## config.mk

```make
export PLATFORM = sky130hd
export DESIGN_NAME = tpw_timing
export DESIGN_NICKNAME = d
export VERILOG_FILES = /design/src/inc/tpw_pkg.sv /design/src/tpw_timing.sv
export SDC_FILE = /design/constraint.sdc
export NUM_CORES = 1
export LEC_CHECK = 0
export ABC_AREA = 1
export BUFFER_PORTS_ARGS = -buffer_cell sky130_fd_sc_hd__buf_2
export CAP_MARGIN = 0
export CORE_ASPECT_RATIO = 0.5
export CORE_MARGIN = 2
export CORE_UTILIZATION = 40
export DETAILED_ROUTE_END_ITERATION = 8
export PLACE_DENSITY = 0.53
export SLEW_MARGIN = 20
export SYNTH_ARGS = -nofsm -noshare
export SYNTH_HDL_FRONTEND = slang
export SYNTH_SLANG_ARGS = --single-unit
```

## constraint.sdc

```tcl
create_clock -name pclk -period 5 [get_ports pclk]
set_clock_uncertainty 0.15 [all_clocks]
set_input_delay 0.75 -clock pclk [delete_from_list [all_inputs] [get_ports pclk]]
set_output_delay 0.75 -clock pclk [all_outputs]
set_load 0.02 [all_outputs]
```

## src/inc/tpw_pkg.sv

```systemverilog
// package for the three-phase pwm update timing block: register map,
// field positions, reset values and the phase state encoding.
// assumes a 32-bit apb slave with byte addresses on paddr[7:0].
package tpw_pkg;

    // register byte offsets, one aligned word each
    localparam logic [7:0] TPW_OFS_MODE = 8'h00; // mode_control_reg
    localparam logic [7:0] TPW_OFS_STATUS = 8'h04; // system_status_reg, read only
    localparam logic [7:0] TPW_OFS_HALF_PERIOD = 8'h08; // half_period_reg
    localparam logic [7:0] TPW_OFS_DEAD_TIME = 8'h0C; // dead_time_reg
    localparam logic [7:0] TPW_OFS_MIN_PULSE = 8'h10; // min_pulse_reg
    localparam logic [7:0] TPW_OFS_SYNC_WIDTH = 8'h14; // sync_width_reg
    localparam logic [7:0] TPW_OFS_DUTY_A = 8'h18; // duty_phase_a
    localparam logic [7:0] TPW_OFS_DUTY_B = 8'h1C; // duty_phase_b
    localparam logic [7:0] TPW_OFS_DUTY_C = 8'h20; // duty_phase_c
    localparam logic [7:0] TPW_OFS_OUT_SEL = 8'h24; // output_select_reg

    // field positions
    localparam int TPW_MODE_DOUBLE_BIT = 6; // mode select: 0 single, 1 double
    localparam int TPW_STAT_HALF_BIT = 3; // second half of period
    localparam int TPW_STAT_RUN_BIT = 0; // outputs enabled
    localparam int TPW_SEG_XOVER_BASE = 8; // phase a crossover, b and c below
    localparam int TPW_SEG_DIS_HI_BASE = 5; // phase a high disable, steps of two
    localparam int TPW_SEG_DIS_LO_BASE = 4; // phase a low disable, steps of two
    localparam int TPW_SEG_W = 9; // output select width

    // reset values
    localparam logic [7:0] TPW_SYNC_WIDTH_RST = 8'h27; // forty clock periods
    localparam logic TPW_MODE_DOUBLE_RST = 1'b0; // single update after reset
    localparam logic [8:0] TPW_OUT_SEL_RST = 9'h000; // no crossover, all enabled

    // phase of the up/down timer
    typedef enum logic [2:0] {
        TPW_PH_IDLE = 3'b001, // timer not yet started
        TPW_PH_FIRST = 3'b010, // counting up, first half
        TPW_PH_SECOND = 3'b100 // counting down, second half
    } tpw_phase_t;

endpackage : tpw_pkg

```

## src/tpw_timing.sv

```systemverilog
// three-phase center-based pwm timing unit with apb register access,
// single/double update, sync pulse generation and dead-time placement.
// assumes one clock pclk at the instruction rate and an apb master.
//
// Overview of operation
// - mode bit selects single or double update
// - mode bit resets to single update
// - single mode: one sync, latches all timing
// - sync rising edge latches output select
// - double mode: midpoint sync reloads all but the mode bit
// - half flag low first half, high second
// - sync high for width plus one clocks
// - sync width resets to 0x27
// - sync once or twice per period out
// - duty sets half-period high-side on-time
// - waveforms centered, symmetrical in single mode
// - dead time shifts each edge equally
// - on-times follow duty minus dead-time equations
// - on-times clamp between zero and period
// - double period is sum of halves
// - double mode dead time per half values
// - outputs off until period and duties written
// - first sync 1.5 or 1 half-period after
// - half-period counts clocks per half period
// - interrupt request pulse on each sync
// - everything timed in pclk periods
//
// The register offsets and register access over APB are this design's own decisions.
module tpw_timing
    import tpw_pkg::*;
#(
    parameter int CNT_W = 16, // half period and duty width
    parameter int DT_W = 10, // dead time width
    parameter int SW_W = 8 // sync width register width
) (
    input wire logic pclk,
    input wire logic presetn,
    input wire logic psel,
    input wire logic penable,
    input wire logic pwrite,
    input wire logic [7:0] paddr,
    input wire logic [31:0] pwdata,
    output logic [31:0] prdata,
    output logic pready,
    output logic pslverr,
    output logic phase_a_high_out,
    output logic phase_a_low_out,
    output logic phase_b_high_out,
    output logic phase_b_low_out,
    output logic phase_c_high_out,
    output logic phase_c_low_out,
    output logic period_sync_pulse,
    output logic sync_irq
);

    // refuse widths the threshold arithmetic cannot hold
    if (CNT_W < 2 || CNT_W > 30 || DT_W > CNT_W || SW_W > CNT_W || SW_W < 8) begin : g_chk
        $error("tpw_timing: unsupported width parameters");
    end

    localparam int TW = CNT_W + 2; // signed threshold width

    // holding copies written by software
    logic mode_double_q; // mode select bit
    logic [CNT_W-1:0] half_period_q;
    logic [DT_W-1:0] dead_time_q;
    logic [CNT_W-1:0] min_pulse_q; // stored only, no pulse elimination here
    logic [SW_W-1:0] sync_width_q;
    logic [2:0][CNT_W-1:0] duty_q; // index 0 a, 1 b, 2 c
    logic [TPW_SEG_W-1:0] out_sel_q;

    // active copies used by the timer
    logic mode_act_q;
    logic [CNT_W-1:0] half_act_q;
    logic [DT_W-1:0] dead_act_q;
    logic [CNT_W-1:0] min_act_q;
    logic [SW_W-1:0] width_act_q;
    logic [2:0][CNT_W-1:0] duty_act_q;
    logic [TPW_SEG_W-1:0] sel_act_q;

    // start-up tracking
    logic [3:0] written_q; // half period, duty a, b, c seen
    logic run_q; // outputs enabled

    // timer
    tpw_phase_t phase_q;
    logic [CNT_W-1:0] cnt_q;
    logic half_flag_q; // second half indicator
    logic [SW_W-1:0] sync_cnt_q;
    logic sync_q;
    logic irq_q;

    // apb
    logic ready_q;
    logic [31:0] rdata_q;
    logic err_q;
    logic [31:0] rd_data; // combinational read value
    logic rd_hit; // address is mapped
    logic wr_en; // write commits this edge
    logic access; // access phase waiting

    // timer events
    logic first_wr; // first half period write, timer start
    logic mid_ev; // first half ends
    logic start_ev; // period begins
    logic latch_ev; // holding copies move to active
    logic [CNT_W-1:0] half_last; // last count of a half

    // waveform
    logic [2:0] hi_raw;
    logic [2:0] lo_raw;
    logic [5:0] pins_d; // ah, al, bh, bl, ch, cl
    logic [5:0] pins_q;

    // last count in a half, a zero half period acts as one clock
    function automatic logic [CNT_W-1:0] last_of(input logic [CNT_W-1:0] tm);
        last_of = (tm == '0) ? '0 : tm - CNT_W'(1);
    endfunction : last_of

    // apb control: one wait state, answer always comes from flops
    assign access = psel && penable;
    assign wr_en = access && pwrite && ready_q;

    // address decode and read mux
    always_comb begin
        rd_data = 32'h0000_0000;
        rd_hit = 1'b1;
        case (paddr)
            TPW_OFS_MODE: rd_data[TPW_MODE_DOUBLE_BIT] = mode_double_q;
            TPW_OFS_STATUS: begin
                rd_data[TPW_STAT_HALF_BIT] = half_flag_q;
                rd_data[TPW_STAT_RUN_BIT] = run_q;
            end
            TPW_OFS_HALF_PERIOD: rd_data[CNT_W-1:0] = half_period_q;
            TPW_OFS_DEAD_TIME: rd_data[DT_W-1:0] = dead_time_q;
            TPW_OFS_MIN_PULSE: rd_data[CNT_W-1:0] = min_pulse_q;
            TPW_OFS_SYNC_WIDTH: rd_data[SW_W-1:0] = sync_width_q;
            TPW_OFS_DUTY_A: rd_data[CNT_W-1:0] = duty_q[0];
            TPW_OFS_DUTY_B: rd_data[CNT_W-1:0] = duty_q[1];
            TPW_OFS_DUTY_C: rd_data[CNT_W-1:0] = duty_q[2];
            TPW_OFS_OUT_SEL: rd_data[TPW_SEG_W-1:0] = out_sel_q;
            default: rd_hit = 1'b0; // unmapped: zero data, error
        endcase
    end

    // apb answer flops: ready rises one cycle into the access phase
    always_ff @(posedge pclk or negedge presetn) begin
        if (!presetn) begin
            ready_q <= 1'b0;
            rdata_q <= 32'h0000_0000;
            err_q <= 1'b0;
        end else if (access && !ready_q) begin
            ready_q <= 1'b1;
            rdata_q <= pwrite ? 32'h0000_0000 : rd_data;
            err_q <= !rd_hit;
        end else begin
            ready_q <= 1'b0; // answer lasts exactly one cycle
            err_q <= 1'b0;
        end
    end

    // software holding registers; nothing here touches the live waveform
    always_ff @(posedge pclk or negedge presetn) begin
        if (!presetn) begin
            mode_double_q <= TPW_MODE_DOUBLE_RST;
            half_period_q <= '0;
            dead_time_q <= '0;
            min_pulse_q <= '0;
            sync_width_q <= SW_W'(TPW_SYNC_WIDTH_RST);
            duty_q <= '0;
            out_sel_q <= TPW_OUT_SEL_RST;
        end else if (wr_en) begin
            case (paddr)
                TPW_OFS_MODE: mode_double_q <= pwdata[TPW_MODE_DOUBLE_BIT];
                TPW_OFS_HALF_PERIOD: half_period_q <= pwdata[CNT_W-1:0];
                TPW_OFS_DEAD_TIME: dead_time_q <= pwdata[DT_W-1:0];
                TPW_OFS_MIN_PULSE: min_pulse_q <= pwdata[CNT_W-1:0];
                TPW_OFS_SYNC_WIDTH: sync_width_q <= pwdata[SW_W-1:0];
                TPW_OFS_DUTY_A: duty_q[0] <= pwdata[CNT_W-1:0];
                TPW_OFS_DUTY_B: duty_q[1] <= pwdata[CNT_W-1:0];
                TPW_OFS_DUTY_C: duty_q[2] <= pwdata[CNT_W-1:0];
                TPW_OFS_OUT_SEL: out_sel_q <= pwdata[TPW_SEG_W-1:0];
                default: ; // status and unmapped writes are dropped
            endcase
        end
    end

    // remember which start-up registers have been written
    always_ff @(posedge pclk or negedge presetn) begin
        if (!presetn) begin
            written_q <= 4'h0;
        end else if (wr_en) begin
            if (paddr == TPW_OFS_HALF_PERIOD) written_q[0] <= 1'b1;
            if (paddr == TPW_OFS_DUTY_A) written_q[1] <= 1'b1;
            if (paddr == TPW_OFS_DUTY_B) written_q[2] <= 1'b1;
            if (paddr == TPW_OFS_DUTY_C) written_q[3] <= 1'b1;
        end
    end

    // timer events
    assign first_wr = wr_en && (paddr == TPW_OFS_HALF_PERIOD) && (phase_q == TPW_PH_IDLE);
    assign half_last = last_of(half_act_q);
    assign mid_ev = (phase_q == TPW_PH_FIRST) && (cnt_q == half_last);
    assign start_ev = (phase_q == TPW_PH_SECOND) && (cnt_q == '0);
    // the midpoint reloads only in double update mode
    assign latch_ev = start_ev || (mid_ev && mode_act_q);

    // up/down timer: up through the first half, down through the second
    always_ff @(posedge pclk or negedge presetn) begin
        if (!presetn) begin
            phase_q <= TPW_PH_IDLE;
            cnt_q <= '0;
        end else begin
            case (phase_q)
                TPW_PH_IDLE: begin
                    if (first_wr) begin
                        phase_q <= TPW_PH_FIRST;
                        // single mode starts mid first half, so the first sync
                        // comes 1.5 half periods later; double starts at zero
                        cnt_q <= mode_double_q ? '0 : (pwdata[CNT_W-1:0] >> 1);
                    end
                end
                TPW_PH_FIRST: begin
                    if (mid_ev) begin
                        phase_q <= TPW_PH_SECOND;
                        // second half length comes from the values for that half
                        cnt_q <= mode_act_q ? last_of(half_period_q) : half_last;
                    end else begin
                        cnt_q <= cnt_q + CNT_W'(1);
                    end
                end
                TPW_PH_SECOND: begin
                    if (start_ev) begin
                        phase_q <= TPW_PH_FIRST;
                        cnt_q <= '0;
                    end else begin
                        cnt_q <= cnt_q - CNT_W'(1);
                    end
                end
                default: begin
                    phase_q <= TPW_PH_IDLE;
                    cnt_q <= '0;
                end
            endcase
        end
    end

    // half flag follows the timer phase
    always_ff @(posedge pclk or negedge presetn) begin
        if (!presetn) begin
            half_flag_q <= 1'b0;
        end else if (mid_ev) begin
            half_flag_q <= 1'b1;
        end else if (start_ev) begin
            half_flag_q <= 1'b0;
        end
    end

    // active copies: loaded at every sync rising edge, the mode bit at period starts only; the half period
    // and mode bit once at timer start so the first count has a bound
    always_ff @(posedge pclk or negedge presetn) begin
        if (!presetn) begin
            mode_act_q <= TPW_MODE_DOUBLE_RST;
            half_act_q <= '0;
            dead_act_q <= '0;
            min_act_q <= '0;
            width_act_q <= SW_W'(TPW_SYNC_WIDTH_RST);
            duty_act_q <= '0;
            sel_act_q <= TPW_OUT_SEL_RST;
        end else if (first_wr) begin
            mode_act_q <= mode_double_q;
            half_act_q <= pwdata[CNT_W-1:0];
        end else if (latch_ev) begin
            // mode changes only at a period start, never mid-period
            if (start_ev) mode_act_q <= mode_double_q;
            half_act_q <= half_period_q;
            dead_act_q <= dead_time_q;
            min_act_q <= min_pulse_q;
            width_act_q <= sync_width_q;
            duty_act_q <= duty_q;
            sel_act_q <= out_sel_q;
        end
    end

    // outputs come alive only at a sync edge once all four are written
    always_ff @(posedge pclk or negedge presetn) begin
        if (!presetn) begin
            run_q <= 1'b0;
        end else if (latch_ev && (written_q == 4'hF)) begin
            run_q <= 1'b1;
        end
    end

    // sync pulse: high for width plus one clocks, restarted by each event
    always_ff @(posedge pclk or negedge presetn) begin
        if (!presetn) begin
            sync_q <= 1'b0;
            sync_cnt_q <= '0;
        end else if (latch_ev) begin
            sync_q <= 1'b1;
            sync_cnt_q <= sync_width_q;
        end else if (sync_q) begin
            if (sync_cnt_q == '0) begin
                sync_q <= 1'b0;
            end else begin
                sync_cnt_q <= sync_cnt_q - SW_W'(1);
            end
        end
    end

    // interrupt request: one pulse per sync rising edge
    always_ff @(posedge pclk or negedge presetn) begin
        if (!presetn) begin
            irq_q <= 1'b0;
        end else begin
            irq_q <= latch_ev;
        end
    end

    // per-phase edge placement; the same counter value in both halves
    // mirrors each edge about the midpoint
    for (genvar i = 0; i < 3; i++) begin : g_phase
        logic signed [TW-1:0] cnt_s;
        logic signed [TW-1:0] hi_thr;
        logic signed [TW-1:0] lo_thr;
        assign cnt_s = $signed({2'b00, cnt_q});
        // high side on for duty minus dead time counts next to the midpoint
        assign hi_thr = $signed({2'b00, half_act_q}) - $signed({2'b00, duty_act_q[i]})
                        + $signed(TW'(dead_act_q));
        // low side on for half period minus duty minus dead time counts
        assign lo_thr = $signed({2'b00, half_act_q}) - $signed({2'b00, duty_act_q[i]})
                        - $signed(TW'(dead_act_q));
        // signed thresholds below zero or past the half give 100% or 0%
        assign hi_raw[i] = (cnt_s >= hi_thr);
        assign lo_raw[i] = (cnt_s < lo_thr);
    end

    // output control: crossover then disable, all from latched select
    always_comb begin
        pins_d = 6'h00;
        for (int i = 0; i < 3; i++) begin
            if (sel_act_q[TPW_SEG_XOVER_BASE - i]) begin
                pins_d[5 - 2 * i] = lo_raw[i];
                pins_d[4 - 2 * i] = hi_raw[i];
            end else begin
                pins_d[5 - 2 * i] = hi_raw[i];
                pins_d[4 - 2 * i] = lo_raw[i];
            end
            // disable gates the crossover result
            if (sel_act_q[TPW_SEG_DIS_HI_BASE - 2 * i]) pins_d[5 - 2 * i] = 1'b0;
            if (sel_act_q[TPW_SEG_DIS_LO_BASE - 2 * i]) pins_d[4 - 2 * i] = 1'b0;
        end
    end

    // output flops; held low until the unit runs
    always_ff @(posedge pclk or negedge presetn) begin
        if (!presetn) begin
            pins_q <= 6'h00;
        end else begin
            pins_q <= run_q ? pins_d : 6'h00;
        end
    end

    // port mapping, all straight from flops
    assign phase_a_high_out = pins_q[5];
    assign phase_a_low_out = pins_q[4];
    assign phase_b_high_out = pins_q[3];
    assign phase_b_low_out = pins_q[2];
    assign phase_c_high_out = pins_q[1];
    assign phase_c_low_out = pins_q[0];
    assign period_sync_pulse = sync_q;
    assign sync_irq = irq_q;
    assign prdata = rdata_q;
    assign pready = ready_q;
    assign pslverr = err_q;

endmodule : tpw_timing

```

# Yosys cells after proc, flatten, opt, wreduce, memory -nomap -nowiden
# Cells that the tools add are included.
dict set report totals {
  ff_bits 267
  input_bits 45
  out_inout_bits 42
}
dict set report op_classes {
  n_addsub 14
  magnitude_cmp 6
  eq_ne 18
  muxes 48
  bitwise 1
  reduce_logical 36
}
# cell count
set op_table {}
lappend op_table {{two-way mux 16 bit} 9}
lappend op_table {{adder 17 x 11 -> 18 bit} 3}
lappend op_table {{greater-or-equal comparator 17 x 18 -> 1 bit} 3}
lappend op_table {{< comparator 17 x 18 -> 1 bit} 3}
lappend op_table {{subtractor 17 x 11 -> 18 bit} 3}
lappend op_table {{subtractor 16 x 16 -> 17 bit} 3}
lappend op_table {{zero test 16 bit} 3}
lappend op_table {{one-hot mux 16 bit (3 select lines)} 1}
lappend op_table {{subtractor 16 x 1 -> 16 bit, second input constant} 3}
lappend op_table {{equality test 8 x 5 -> 1 bit, second input constant} 4}
lappend op_table {{one-hot mux 2 bit (8 select lines)} 2}
lappend op_table {{one-hot mux 6 bit (5 select lines)} 1}
lappend op_table {{one-hot mux 1 bit (9 select lines)} 3}
lappend op_table {{two-way mux 8 bit} 3}
lappend op_table {{AND reduction 2 bit} 12}
lappend op_table {{two-way mux 1 bit} 17}
lappend op_table {{adder 16 x 1 -> 16 bit, second input constant} 1}
lappend op_table {{equality test 16 bit} 1}
lappend op_table {{equality test 8 x 4 -> 1 bit, second input constant} 2}
lappend op_table {{equality test 8 x 6 -> 1 bit, second input constant} 2}
lappend op_table {{zero test 8 bit} 2}
lappend op_table {{two-way mux 15 bit} 1}
lappend op_table {{logical AND 1 bit} 10}
lappend op_table {{OR reduction 10 bit} 1}
lappend op_table {{other kinds (19)} 30}

# Depth between registers and ports, before layout
dict set report depth {
  word_depth 8
  ltp_mapped 34
  mapped_depth_nobuf 34
}

# Worst setup path after synthesis
# OpenSTA, ideal clock, no wires.
dict set report synth_path {
  path_type {reg-to-reg}
  start {register half_act_q[0]}
  end {register pins_q[0]}
  setup_ns 0.071
  t_arrival_ns 4.137
  required_ns 4.779
  path_slack_ns 0.641
  stages_incl_launch_ff 25
  n_path_buf 1
  cell_sequence {dfrtp_1 > inv_1 > ha_1 > fa_1 > o21ai_0 > nand2_1 > nand2_1 > xor2_1 > ha_1 > clkbuf_1 > nor2_1 > nand2_1 > o311a_1 > nor2_1 > nand3_1 > xor2_1 > ha_1 > nand2_1 > nor4_1 > a211oi_1 > o21ai_0 > nand3_1 > nand2_1 > nor2_1 > nor2_1}
}
dict set report synth_between {
  elab_chain_len 6
}
# element line_no
set synth_lines {}
lappend synth_lines {{start: declaration} tpw_timing.sv:74} ;# logic [CNT_W-1:0] half_act_q;
lappend synth_lines {{start signal: assignment} tpw_timing.sv:272} ;# half_act_q <= pwdata[CNT_W-1:0];
lappend synth_lines {{start signal: assignment} tpw_timing.sv:276} ;# half_act_q <= half_period_q;
lappend synth_lines {{subtractor 16 x 16 -> 17 bit (*)} {tpw_timing.sv:328, tpw_timing.sv:331}}
lappend synth_lines {{subtractor 17 x 11 -> 18 bit / adder 17 x 11 -> 18 bit (equally long branches)} {tpw_timing.sv:332, tpw_timing.sv:329}}
lappend synth_lines {{< comparator 17 x 18 -> 1 bit / greater-or-equal comparator 17 x 18 -> 1 bit (equally long branches)} {tpw_timing.sv:335, tpw_timing.sv:334}}
lappend synth_lines {{two-way mux 2 bit (*)} tpw_timing.sv:342} ;# if (sel_act_q[TPW_SEG_XOVER_BASE - i]) begin
lappend synth_lines {{two-way mux 1 bit (*)} tpw_timing.sv:351} ;# if (sel_act_q[TPW_SEG_DIS_LO_BASE - 2 * i]) pins_d[4 - 2 * i] = 1'b0;
lappend synth_lines {{two-way mux 6 bit (*)} tpw_timing.sv:360} ;# pins_q <= run_q ? pins_d : 6'h00;
lappend synth_lines {{end signal: assignment} tpw_timing.sv:360}
lappend synth_lines {{end: declaration} tpw_timing.sv:113} ;# logic [5:0] pins_q;
# Every way passes the cells marked *; elsewhere a longest branch is shown, timed or not.
# A chain may end at the register's enable or synchronous reset.

# Worst setup path in the final report
dict set report layout_path {
  start {register half_act_q[2]}
  end {register pins_q[4]}
}
# The elaborated chain is that of the path after synthesis.

==> summary.txt <==
Run status
  • Status: finished with violations
  • Failing checks: hold timing

Floorplan
  • Core area: 52500 um2
  • Initial Util: 40.8%
  • Die Span Y: 168 um
  • Num rows: 59
  • Full die area: 55600 um2
  • I/O Pins: 87
  • Die X: 331 um

Clocking
  • CTS sink cnt: 251
  • Clock Latency Late Sink: 590 ps
  • CTS root buf: clkbuf_16
  • Max Buffers Root-to-Sink: 3
  • CTS Hold Bufs: 0
  • H-tree level count: 1
  • CTS buffer count: 27
  • CTS tree: yes
  • Clock Pin Slew Worst Setup and Hold Paths: 60 ps

Synth
  • Seq cells post-synth: 251
  • Synth cell types: 59
  • Post-synth EDFFs: 0
  • Post-Synthesis Cells: 3001
  • Post-synth top flop: dfrtp_1
  • Synthesized area: 21400 um2
  • FFs w/ async S/R, synth: 100%
  • Sequential area share after synthesis: 29.3%
  • Yosys warns: 0
  • Avg Cell Area, Syn: 7.14 um2

STA
  • Worst setup margin: 237 ps
  • Fin Setup TNS: 0 ps
  • Hold Vio Cnt, Final: 7
  • Fin crit share: 95.3%
  • Fmax: 210 MHz
  • WHS: -7.81 ps
  • Slew Limit Fails: 0
  • Relative slew slack: 25.8%
  • Min cycle time layout: 4760 ps
  • Worst Tran Pin Value: 1110 ps
  • RSZ-0062 raised after global routing: true
  • Final setup viols: 0

Route
  • Initial detailed-routing violation count: 2038
  • Drt wl/cell: 20.5 um
  • Pre-antenna DRT Iters: 6
  • DRC violations left: 0
  • Via density: 5.42
  • Detailed-route via count: 20900
  • ANT nets after route: 0
  • DRT Wirelength: 79.1 mm

Global route
  • Total global routing track utilization: 27.8%
  • Largest net degree at the start of global routing: 97
  • Initial antenna violation count: 1
  • Vias in the first global route: 19300
  • Grt total ovfl: 0
  • First-pass GRT wire length: 119 mm

Job
  • # Max-Cap Violations: 0

Power and ir drop
  • Int Power: 0.00384 W
  • Comb pwr share: 26.1%
  • Power density cells: 243 nW/um2
  • Sw Pwr: 0.00216 W
  • Clock network power share: 36.6%
  • Sw Ratio: 36.0%
  • Pleak: 12.0 nW
  • Reg power frac: 37.4%
  • VDD IR max: 0.000248 V

Worst setup path
  • R2r startpoint: half_act_q[2]$_DFFE_PN0P_
  • CP required: 5330 ps
  • Worst path max stage delay: 540 ps
  • Startpoint types: register
  • Arrival time of the worst setup path: 5090 ps
  • Crit path max-delay cell type: dfrtp_2
  • Crit Path Category: reg -> reg
  • Most common cell on crit path: nand2_1
  • Worst setup EP type: register
  • CP Launch Point: half_act_q[2]$_DFFE_PN0P_
  • Worst Path Max Fanout: 5

Final layout
  • Final net count: 3395
  • Share of layout cells above drive strength 1: 14.2%
  • Final core utilization: 47.1%
  • Area delta synth->final: 15.2%
  • N_diodes: 0

Placement
  • Dpl hpwl: 62.6 mm
  • I/O Buffers: 54
  • Gpl congestion: 0.978
  • Post-placement setup slack: -62.0 ps

Hold path
  • Hold Path Class: in -> async
## power by group through the flow
stage / clock network, W / registers (W) / logic, W
after global placement: 0 / 0.00227 / 0.00148
after detailed placement: 0 / 0.00227 / 0.00150
after floorplan: 0 / 0.00223 / 0.000895
final: 0.00219 / 0.00224 / 0.00156
after global routing: 0.00231 / 0.00224 / 0.00172
after CTS: 0.00222 / 0.00223 / 0.00151
## registers in the layout, indices dropped and copies added, names as in the netlist
name	count
sync_irq	1
written_q	4
period_sync_pulse	1
pready	1
sync_cnt_q	8
out_sel_q	9
min_pulse_q	16
phase_q	3
half_flag_q	1
sync_width_q	8
pslverr	1
prdata	16
dead_time_q	10
pins_q	6
half_period_q	16
mode_double_q	1
dead_act_q	10
cnt_q	16
run_q	1
sel_act_q	9
duty_q	48
mode_act_q	1
duty_act_q	48
half_act_q	16
## layer usage
metal / wire length, um / vias to the layer above / track usage (%)
li1: - / 10200 / -
met4: 1880 / 0 / 5.96
met3: 6010 / 107 / 4.46
met1: 39400 / 9918 / 43.0
met2: 31800 / 680 / 40.2
met5: 0 / - / 0
## cell usage after synthesis, drive strengths merged (14+ instances only)
cell / instances / area, um2
nand2: 838 / 3230
inv: 340 / 1280
o21ai: 262 / 1480
dfrtp: 246 / 6160
nor2: 232 / 928
ha: 208 / 2600
nand3: 206 / 1040
a21oi: 148 / 741
xor2: 120 / 1050
nand4: 69 / 462
clkbuf: 50 / 188
buf: 44 / 367
nor3: 33 / 175
xnor2: 20 / 175
a221oi: 18 / 158
nand3b: 17 / 128
nor4: 14 / 87.6
## through the flow
| step | area (um2) | power, W | std cells |
|---|---|---|---|
| after floorplan | 21500 | 0.00312 | 3016 |
| after global placement | 23000 | 0.00375 | 3788 |
| after detailed placement | 23000 | 0.00377 | 3788 |
| after CTS | 24000 | 0.00597 | 3841 |
| after global routing | 24700 | 0.00627 | 3855 |
| final | 24700 | 0.00600 | 3855 |
## layout by cell type (no fill, tap or decap), types with 17 or more instances in the layout
| cell | n |
|---|---|
| a21oi_1 | 139 |
| clkbuf_16 | 27 |
| dfrtp_1 | 243 |
| buf_2 | 53 |
| o21ai_1 | 21 |
| o21ai_2 | 49 |
| nand4_1 | 67 |
| xnor2_1 | 18 |
| nor2_2 | 17 |
| inv_1 | 328 |
| nor3_1 | 22 |
| nand3b_1 | 17 |
| a221oi_1 | 18 |
| nand2_2 | 38 |
| xor2_1 | 112 |
| nor2_1 | 200 |
| nand2_1 | 796 |
| buf_4 | 124 |
| ha_1 | 185 |
| o21ai_0 | 192 |
| nand3_1 | 198 |
## final cells by class
cell class | count | area [um2]
clock buffer | 38 | 767
inverter | 347 | 1310
clock inverter | 12 | 195
tap | 701 | 877
timing repair buffer | 182 | 1280
sequential | 251 | 6290
fill | 5349 | 27800
multi-input combinational | 2324 | 14000
## path summary, 6_finish.rpt
kind	end	slack (ps)	cells after the start
max reg2reg	pins_q[4]$_DFF_PN0_	240	30
min in group pclk	half_period_q[3]$_DFFE_PN0P_	270	3
min reg2reg	written_q[0]$_DFFE_PN0P_	320	1
min	cnt_q[5]$_DFFE_PN0P_	-8	1
max	pins_q[4]$_DFF_PN0_	240	30
max in group asynchronous	duty_act_q[43]$_DFFE_PN0P_	3550	2
## critical path: cells and delay by family (launching register included)
kind | cells | cell delay, ps
buffers and inverters | 4 | 470
AO/OA/AOI/OAI | 2 | 240
XOR/XNOR | 2 | 310
AND/OR/NAND/NOR | 19 | 1850
adder cells (fa/ha/maj) | 3 | 1060
flip-flops | 1 | 540
## cell families (layout without fill, tap and decap cells)
kind of cell	Yosys count	after routing	share of synthesized area (%)
AO/OA/AOI/OAI	527	527	14.6
XOR/XNOR	140	140	5.72
adder cells (fa/ha/maj)	217	217	13.0
buffers and inverters	441	579	8.66
flip-flops	251	251	29.3
other	1	16	0.0175
AND/OR/NAND/NOR	1424	1424	28.7
## timing repair
item                       CTS  global route
setup buffers                3            14
hold endpoints to repair     0             0
cloned                       0             0
setup endpoints to repair    6             6
gates resized for setup     15           133
pin swaps                    3            50
Power figures use the tool's default switching activity.
